### config.mk
export PLATFORM = sky130hd
export DESIGN_NAME = usb_port_power_state_control
export DESIGN_NICKNAME = d
export VERILOG_FILES = /design/src/usb_port_power_state_control.v
export VERILOG_INCLUDE_DIRS = /design/src
export SDC_FILE = /design/constraint.sdc
export NUM_CORES = 1
export LEC_CHECK = 0
export BUFFER_PORTS_ARGS = -buffer_cell sky130_fd_sc_hd__buf_4
export CORE_MARGIN = 5
export CORE_UTILIZATION = 40
export DETAILED_ROUTE_END_ITERATION = 10
export PLACE_DENSITY = 0.59
export SYNTH_ARGS = -nofsm -noshare
export SYNTH_HDL_FRONTEND = slang
export SYNTH_SLANG_ARGS = --single-unit
### constraint.sdc
create_clock -name clk -period 4.4 [get_ports clk]
set_input_delay 0.44 -clock clk [delete_from_list [all_inputs] [get_ports clk]]
set_output_delay 0.44 -clock clk [all_outputs]
set_load 0.01 [all_outputs]
### src/usb_port_power_map.vh
/*
 * register offsets, field positions, reset values and timing counts
 * for the two-port power state controller.
 * assumes a 50 MHz clock and word-aligned avalon-mm byte addresses.
 */
`ifndef USB_PORT_POWER_MAP_VH
`define USB_PORT_POWER_MAP_VH

`define CTRL_OFFSET 4'h0
`define STATE_OFFSET 4'h4
`define FAULT_OFFSET 4'h8
`define CHARGE1_OFFSET 4'hc

`define CTRL_ATTACH_QUALIFY_BIT 0
`define CTRL_RESET 32'h00000001

`define ST_OFF 3'h0
`define ST_SLEEP 3'h1
`define ST_DETECT 3'h2
`define ST_ACTIVE 3'h3
`define ST_ERROR 3'h4

`define CLK_MHZ 50
`define ATTACH_QUALIFY_TIME_US 100
`define ATTACH_QUALIFY_CYCLES (`ATTACH_QUALIFY_TIME_US * `CLK_MHZ)
`define IDLE_SLEEP_TIME_MS 5
`define IDLE_SLEEP_CYCLES (`IDLE_SLEEP_TIME_MS * 1000 * `CLK_MHZ)

`endif

### src/usb_port_power_state_control.v
/*
 * power state controller for a two-port usb power switch: chooses
 * off, sleep, detect, active or error and drives the port and bypass
 * switches; registers over avalon-mm with waitrequest.
 * assumes supply, enables, attach currents and faults arrive
 * asynchronously from analog comparators and are synchronised here.
 * assumes the bus master holds a request until it sees waitrequest low,
 * and that a low supply level is the only power-on reset there is.
 * every supply, enable, attach and fault level takes two clock edges of synchronising before
 * the state choice or the switches react to it.
 */
// The address map and the Avalon-MM slave port are this design's own decisions.
// Notes on behaviour
// - supply below threshold: off, state lost, bus ignored, all switches open.
// - sleep is lowest power but keeps logic and answers bus traffic.
// - both enables low gives sleep and opens every switch.
// - detect waits for attach on enabled ports and keeps configuration.
// - detect does no charge accounting; bus stays fully usable.
// - qualify on, port enabled, nothing attached: detect, then active on attach.
// - each enabled port goes active under its own attach conditions.
// - a disabled port beside an enabled one only gets bypass current.
// - active with qualify on: port one switch closed only while attached.
// - active with qualify on: port two switch closed only while attached.
// - qualify off and port enabled: forced active, switch always closed.
// - any channel fault gives error, first priority.
// - a fault is recorded in that channel's status bit.
// - fault handling touches only the faulted channel.
// - active is second priority: no fault and a port sourcing.
// - active drives the switch and does charge accounting for port one only.
// - attach when current stays above qualify level past qualify time.
// - first read in sleep wakes the device and returns zero.
// - after a wake by read, return to sleep after idle interval.
`include "usb_port_power_map.vh"
`default_nettype none

module usb_port_power_state_control #(
    parameter integer QUALIFY_CYCLES = `ATTACH_QUALIFY_CYCLES,
    parameter integer IDLE_CYCLES = `IDLE_SLEEP_CYCLES
) (
    input wire clk,
    input wire srst,
    input wire supplyOk,
    input wire port1PowerEnable,
    input wire port2PowerEnable,
    input wire [1:0] attachCurrentHigh,
    input wire [1:0] faultSense,
    input wire [3:0] address,
    input wire read,
    input wire write,
    input wire [31:0] writedata,
    output reg [31:0] readdata,
    output reg waitrequest,
    output reg [1:0] portSwitchOn,
    output reg [1:0] bypassOn,
    output reg [1:0] attachedFlag,
    output reg [2:0] powerState
);

    localparam integer QW = 24;
    localparam integer IW = 28;
    localparam [31:0] CTRL_INIT = `CTRL_RESET;

    reg [6:0] sync1_r;
    reg [6:0] sync2_r;
    wire [1:0] portEnable;
    wire supplyUp;
    wire [1:0] curHigh;
    wire [1:0] fault;

    reg ctrl_r;
    reg [1:0] faultSticky_r;
    reg awake_r;
    reg [IW-1:0] idleCnt_r;
    reg [31:0] charge1_r;
    reg [2:0] state_nxt;
    reg [2:0] chanState [0:1];
    reg [QW-1:0] qualCnt_r [0:1];
    reg [1:0] attached_r;
    reg [1:0] portSwitch_nxt;
    reg [1:0] bypass_nxt;

    always @(posedge clk) begin
        sync1_r <= {supplyOk, port2PowerEnable, port1PowerEnable, attachCurrentHigh, faultSense};
        sync2_r <= sync1_r;
    end

    assign supplyUp = sync2_r[6];
    assign portEnable = sync2_r[5:4];
    assign curHigh = sync2_r[3:2];
    assign fault = sync2_r[1:0];

    wire sleepReq = ~portEnable[0] & ~portEnable[1];
    wire bus = (read | write) & waitrequest & supplyUp;

    // the first read in sleep is a dummy that only wakes the logic
    wire dummyRead = (powerState == `ST_SLEEP) && !awake_r;
    wire idleDone = (idleCnt_r >= IDLE_CYCLES[IW-1:0]);

    // per-channel evaluation, fault first then enable then attach
    function [2:0] chanNext;
        input en;
        input flt;
        input att;
        input qual;
        begin
            if (flt)
                chanNext = `ST_ERROR;
            else if (!en)
                chanNext = `ST_SLEEP;
            else if (!qual)
                chanNext = `ST_ACTIVE;
            else if (att)
                chanNext = `ST_ACTIVE;
            else
                chanNext = `ST_DETECT;
        end
    endfunction

    // register address match, word aligned
    function regHit;
        input [3:0] addr;
        input [3:0] offset;
        begin
            regHit = (addr == offset);
        end
    endfunction

    // read mux for the four mapped registers
    function [31:0] regWord;
        input [3:0] addr;
        input ctrlBit;
        input [1:0] att;
        input [2:0] st;
        input [1:0] flt;
        input [31:0] chg;
        begin
            if (regHit(addr, `CTRL_OFFSET))
                regWord = {31'h0, ctrlBit};
            else if (regHit(addr, `STATE_OFFSET))
                regWord = {27'h0, att, st};
            else if (regHit(addr, `FAULT_OFFSET))
                regWord = {30'h0, flt};
            else if (regHit(addr, `CHARGE1_OFFSET))
                regWord = chg;
            else
                regWord = 32'h0;
        end
    endfunction

    genvar g;
    generate
        for (g = 0; g < 2; g = g + 1) begin : chan
            always @(posedge clk) begin
                if (srst || !supplyUp) begin
                    qualCnt_r[g] <= {QW{1'b0}};
                    attached_r[g] <= 1'b0;
                end else if (!portEnable[g] || fault[g] || !ctrl_r) begin
                    qualCnt_r[g] <= {QW{1'b0}};
                    attached_r[g] <= 1'b0;
                end else if (!attached_r[g]) begin
                    if (!curHigh[g])
                        qualCnt_r[g] <= {QW{1'b0}};
                    else if (qualCnt_r[g] >= QUALIFY_CYCLES[QW-1:0])
                        attached_r[g] <= 1'b1;
                    else
                        qualCnt_r[g] <= qualCnt_r[g] + 1'b1;
                end
            end
            always @* begin
                chanState[g] = chanNext(portEnable[g], fault[g], attached_r[g],
                    ctrl_r);
            end
        end
    endgenerate

    // per-port switch and bypass choice
    generate
        for (g = 0; g < 2; g = g + 1) begin : sw
            always @* begin
                portSwitch_nxt[g] = 1'b0;
                bypass_nxt[g] = 1'b0;
                case (chanState[g])
                    `ST_ACTIVE: begin
                        portSwitch_nxt[g] = 1'b1;
                    end
                    `ST_DETECT: begin
                        bypass_nxt[g] = 1'b1;
                    end
                    `ST_SLEEP: begin
                        bypass_nxt[g] = ~sleepReq;
                    end
                    default: begin
                        portSwitch_nxt[g] = 1'b0;
                    end
                endcase
            end
        end
    endgenerate

    // device state: error over active over sleep over detect
    always @* begin
        if (!supplyUp)
            state_nxt = `ST_OFF;
        else if (fault != 2'b00)
            state_nxt = `ST_ERROR;
        else if (chanState[0] == `ST_ACTIVE || chanState[1] == `ST_ACTIVE)
            state_nxt = `ST_ACTIVE;
        else if (sleepReq)
            state_nxt = `ST_SLEEP;
        else
            state_nxt = `ST_DETECT;
    end

    always @(posedge clk) begin
        if (srst || !supplyUp) begin
            powerState <= `ST_OFF;
            portSwitchOn <= 2'b00;
            bypassOn <= 2'b00;
            attachedFlag <= 2'b00;
        end else begin
            powerState <= state_nxt;
            portSwitchOn <= portSwitch_nxt;
            bypassOn <= bypass_nxt;
            attachedFlag <= attached_r;
        end
    end

    // charge accounting only while port one sources, in active or with port two faulted
    always @(posedge clk) begin
        if (srst || !supplyUp)
            charge1_r <= 32'h0;
        else if (portSwitchOn[0] && curHigh[0])
            charge1_r <= charge1_r + 32'h1;
    end

    // faults are sticky per channel; a new fault wins over a clear
    always @(posedge clk) begin
        if (srst || !supplyUp)
            faultSticky_r <= 2'b00;
        else if (bus && write && regHit(address, `FAULT_OFFSET))
            faultSticky_r <= (faultSticky_r & ~writedata[1:0]) | fault;
        else
            faultSticky_r <= faultSticky_r | fault;
    end

    // wake on the first read in sleep, fall back after idle
    always @(posedge clk) begin
        if (srst || !supplyUp) begin
            awake_r <= 1'b0;
            idleCnt_r <= {IW{1'b0}};
        end else if (powerState != `ST_SLEEP) begin
            awake_r <= 1'b0;
            idleCnt_r <= {IW{1'b0}};
        end else if (bus) begin
            idleCnt_r <= {IW{1'b0}};
            if (read)
                awake_r <= 1'b1;
        end else if (awake_r) begin
            if (idleDone)
                awake_r <= 1'b0;
            else
                idleCnt_r <= idleCnt_r + 1'b1;
        end
    end

    // avalon-mm slave: one wait cycle, answer on the second edge
    always @(posedge clk) begin
        if (srst || !supplyUp) begin
            waitrequest <= 1'b1;
            readdata <= 32'h0;
            ctrl_r <= CTRL_INIT[0];
        end else if (bus) begin
            waitrequest <= 1'b0;
            readdata <= 32'h0;
            if (read && !dummyRead) begin
                readdata <= regWord(address, ctrl_r, attached_r, powerState,
                    faultSticky_r, charge1_r);
            end
            if (write && regHit(address, `CTRL_OFFSET))
                ctrl_r <= writedata[`CTRL_ATTACH_QUALIFY_BIT];
        end else begin
            waitrequest <= 1'b1;
        end
    end

endmodule // usb_port_power_state_control

`default_nettype wire

Word-level counts from Yosys, hierarchy flattened
Memories as Yosys holds them, arrays and structs flattened.
Cells that the tools add are included.

word-level totals
  bits in registers = 122
  memory bits (writable) = 48
  input bits = 47
  output and inout port bits = 42
  logic and storage cells = 151
  memories = 1

cells by class
  add/subtract/negate cells = 4
  order comparisons = 3
  equal/unequal tests = 12
  mux-type cells = 68
  bitwise operators = 19
  reduce and logical (&&, ||, !) cells = 28

memory list
  memory     depth  bits a word  rd ports  clocked after Yosys merged registers in  write ports  line                               text
  qualCnt_r  2      24           2         0                                        2            usb_port_power_state_control.v:77  reg [QW-1:0] qualCnt_r [0:1];

operators with widths
  cell                                                                      number
  32-bit 2-to-1 mux                                                         5
  24-bit 2-to-1 mux                                                         6
  24-bit by 1-bit adder with 24-bit output (second input constant)          2
  24-bit by 13-bit >= comparator with 1-bit output (second input constant)  2
  1-bit 2-to-1 mux                                                          47
  32-bit by 1-bit adder with 32-bit output (second input constant)          1
  28-bit by 1-bit adder with 28-bit output (second input constant)          1
  28-bit by 18-bit >= comparator with 1-bit output (second input constant)  1
  3-bit by 2-bit equality test with 1-bit output (second input constant)    4
  2-bit 2-to-1 mux                                                          5
  3-bit by 1-bit equality test with 1-bit output (second input constant)    3
  3-bit 2-to-1 mux                                                          3
  4-bit equality test (second input constant)                               2
  2-bit OR reduction                                                        4
  1-bit OR                                                                  7
  1-bit logical AND                                                         6
  1-bit zero test                                                           6
  1-bit logical OR                                                          6
  3-bit OR reduction                                                        2
  1-bit NOT                                                                 5
  4-bit by 3-bit equality test with 1-bit output (second input constant)    1
  4-bit zero test                                                           1
  2-bit OR                                                                  2
  1-bit one-hot mux with 2 select lines                                     2
  other kinds (7)                                                           10

Depth between registers and ports, before layout
  depth after elaboration = 9
  depth in mapped cells = 7
  gate-level depth less buffers = 6

Least setup slack after synthesis
No wires, ideal clock.

  kind = register -> register
  from = memory qualCnt_r[0][4]
  to = memory qualCnt_r[0][0] (enable)
  setup time = 0.412 ns
  arrival time = 2.679 ns
  required time = 3.988 ns
  setup slack = 1.308 ns
  stages on the path, launching flop included = 6
  buffers on the path = 0
  clock period less this slack = 3.092 ns
  cell sequence = edfxtp_1 > or4_1 > a211o_1 > a21oi_1 > nor2b_1 > o211ai_1

RTL lines
  what             line
  start, declared  usb_port_power_state_control.v:77

==> results.toml <==
[logic_synthesis]
ys_top_cells_by_area = "dfxtp_1 36%, edfxtp_1 21%, nor2_1 6.9%"
avgSynthCellArea_um2 = 10.1
ys_seq_area_share_pct = 57.8
synth_edf_count = 48
synthCells = 664
synth-seq-cells = 170
synth_top_cell_area_share_pct = 36.4
post_synth_num_cell_types = 50
yosysWarnings = 0
synth.cell_area_um2 = 6720
synth_ff_type = "dfxtp_1"
async_flop_share_pct = 0
synth_top_cell_by_area = "dfxtp_1"

[placement]
routabilityCongestion = 0.784
dpl_cell_area_um2 = 7430
place_inst = 939
dpl.hpwl_um = 9570
io_buffers = 58

[setup_path]
critPathCaptureType = "register"
critPathMaxFanout = 24
critPathRequiredTime_ns = 4.49
cp-start-kind = "register"
critPathArrivalTime_ns = 2.51
worstSetupPathType = "reg2reg"

[clock_tree]
cts_tree = "done"
cts_hold_buf = 0
cts-root-buf = "clkbuf_16"
cts_setup_buffers = 0
cts.reportedPaths.clkPinSlew_ns = 0.07
cts-buffers-inserted = 17
insertion_delay_ns = 0.42
clockBufferDepth = 2
cts.htree.levels = 4
cts_num_sinks = 170
cts_resized = 0

[sta]
post-route-min-period_ns = 2.42
fin_hold_ws_ns = 0.121
setup_viol = 0
drv_slew = 0
clock_skew_ns = 0.0130
timing.final.crit_share_pct = 55.0
tns_ns = 0
tightest_slew_ns = 1.01
slew-limit-headroom_pct = 32.7
rsz0062_at_grt = "false"
hold_violations = 0
max_freq_ghz = 0.413

[global_routing]
grt_max_degree = 71
grt_util_all_layers_pct = 14.5
grt.overflow.total = 0
antenna_found_initial = 0
grt_pass1_vias = 4771
grt_pass1_wl_um = 23100

[final_layout]
fill_cells = 1545
area_growth_pct = 19.0
regArea_um2 = 3880
layout.cells.non_filler = 971
drive_gt1_share_pct = 13.4
final_util_pct = 48.4
design_area_um2 = 7990
num_antenna_cells = 0
multiInputGateArea_um2 = 2740
fin_nets = 792

[pwr]
p_leak_uw = 0.00282
power_density_nw_per_um2 = 392
ir_drop_mv = 0.258

[drt]
wl_per_cell_um = 14.1
drt_wl_total_um = 13700
vias = 4886
routed_via_density = 5.03
ant_nets = 0
drtIter0Drc = 302
route.detailed.drc = 0
dr.pass1.iters = 5

[floorplanning]
die_h_um = 140
num_io_pins = 89
start_util_pct = 40.7
die_width_um = 140
rows = 47
core_area_um2 = 16500
die-area_um2 = 19500

[run_status]
outcome = "complete, no violations"

[flow_run]
maxCapViolations = 0

[worst_hold_path]
min_path_type = "in2reg"
[synthesized netlist by cell type, types with 2 or more instances]
| cell | n |
|---|---|
| inv_1 | 18 |
| or3_1 | 6 |
| clkbuf_1 | 25 |
| dfxtp_1 | 122 |
| a31oi_1 | 2 |
| nor2b_1 | 5 |
| edfxtp_1 | 48 |
| mux2i_1 | 2 |
| nor3b_1 | 2 |
| or4_1 | 7 |
| o21ai_0 | 9 |
| ha_1 | 7 |
| and2_1 | 10 |
| o21a_1 | 2 |
| xnor2_1 | 21 |
| buf_1 | 2 |
| nor4_1 | 8 |
| nand4_1 | 22 |
| nor2_1 | 124 |
| o21ai_1 | 4 |
| or2_1 | 2 |
| o211ai_1 | 4 |
| and3_1 | 9 |
| nand3_1 | 38 |
| a21oi_1 | 16 |
| and4_1 | 5 |
| nor3_1 | 18 |
| a22oi_1 | 32 |
| o31ai_1 | 2 |
| xor2_1 | 36 |
| nor4b_1 | 3 |
| nand2_1 | 35 |
[flip-flops by register name, summed over array words and instances (netlist names)]
signal and count:
powerState 3, portSwitchOn 2, idleCnt_r 28, awake_r 1
readdata 32, sync2_r 7, charge1_r 32, bypassOn 2
attachedFlag 2, qualCnt_r 48, attached_r 2, sync1_r 7
ctrl_r 1, waitrequest 1, faultSticky_r 2
[layout make-up]
cell class | count | share of cell area, %
Clock buffer | 18 | 5.37
Clock inverter | 14 | 1.71
Inverter | 18 | 0.845
Multi-Input combinational cell | 469 | 34.2
Sequential cell | 170 | 48.6
Tap cell | 220 | 3.44
Timing Repair Buffer | 62 | 5.82
[final timing paths]
| check | slack (ns) | start | depth (start not counted) | end |
|---|---|---|---|---|
| worst max-delay path | 1.98 | qualCnt_r[0][4] | 6 | qualCnt_r[0][18] |
| worst min-delay path | 0.12 | supplyOk | 1 | sync1_r[6] |
| worst max register to register | 1.98 | qualCnt_r[0][4] | 6 | qualCnt_r[0][18] |
| worst min register to register | 0.32 | sync1_r[3] | 0 | sync2_r[3] |
[metal layers]
layer  vias up  wire length, um  GRT usage (%)
met5         -                0              0
met2        80             6670           23.4
met1      2321             6170           18.4
met3        18              585           4.53
li1       2467                -              -
met4         0              259           5.56
[layout by cell type (no fill, tap or decap), types with 2 or more instances in the layout]
| cell | n |
|---|---|
| nor2_1 | 124 |
| dfxtp_1 | 122 |
| buf_4 | 62 |
| edfxtp_1 | 48 |
| nand3_1 | 38 |
| xor2_1 | 36 |
| nand2_1 | 35 |
| a22oi_1 | 32 |
| nand4_1 | 22 |
| conb_1 | 22 |
| xnor2_1 | 21 |
| inv_1 | 18 |
| nor3_1 | 18 |
| clkbuf_16 | 17 |
| a21oi_1 | 16 |
| and2_1 | 10 |
| o21ai_0 | 9 |
| and3_1 | 9 |
| nor4_1 | 8 |
| or4_1 | 7 |
| ha_1 | 7 |
| or3_1 | 6 |
| nor2b_1 | 5 |
| and4_1 | 5 |
| inv_6 | 5 |
| o211ai_1 | 4 |
| o21ai_1 | 4 |
| clkinvlp_4 | 4 |
| nor4b_1 | 3 |
| clkinv_4 | 3 |
| nor3b_1 | 2 |
| a31oi_1 | 2 |
| mux2i_1 | 2 |
| o31ai_1 | 2 |
| o21a_1 | 2 |
| or2_1 | 2 |
[cells by family after synthesis]
| logic type | Yosys count | share of synthesized area (%) |
|---|---|---|
| xor gates and xnor gates | 57 | 7.43 |
| and+or+nand+nor | 300 | 21.9 |
| AOI/OAI and AO/OA | 79 | 7.97 |
| muxes | 4 | 0.801 |
| other | 1 | 0.0558 |
| adders and majority gates | 7 | 1.30 |
| buffers and inverters | 46 | 2.68 |
| DFF | 170 | 57.8 |
[worst max-delay path, stage by stage (launching register included)]
cell and delay (ns):
edfxtp_1 0.46, or4_1 0.54, a211o_1 0.31, a21oi_1 0.19
nor2b_1 0.08, o211ai_1 0.17, buf_4 0.33
[metrics by stage]
step,total power (uW),worst slack (ns)
5_1_grt,3260,1.78
3_5_place_dp,1750,1.85
4_1_cts,3170,1.96
3_3_place_gp,1750,1.92
2_1_floorplan,1720,1.31
6_report,3130,1.98
[power breakdown]
group	internal, uW	switching [uW]	total [uW]
logic	25.4	42.4	67.8
registers	1630	15.8	1650
clock network	790	628	1420
total	2450	686	3130
Note: power is estimated with default switching activity, not from simulation.
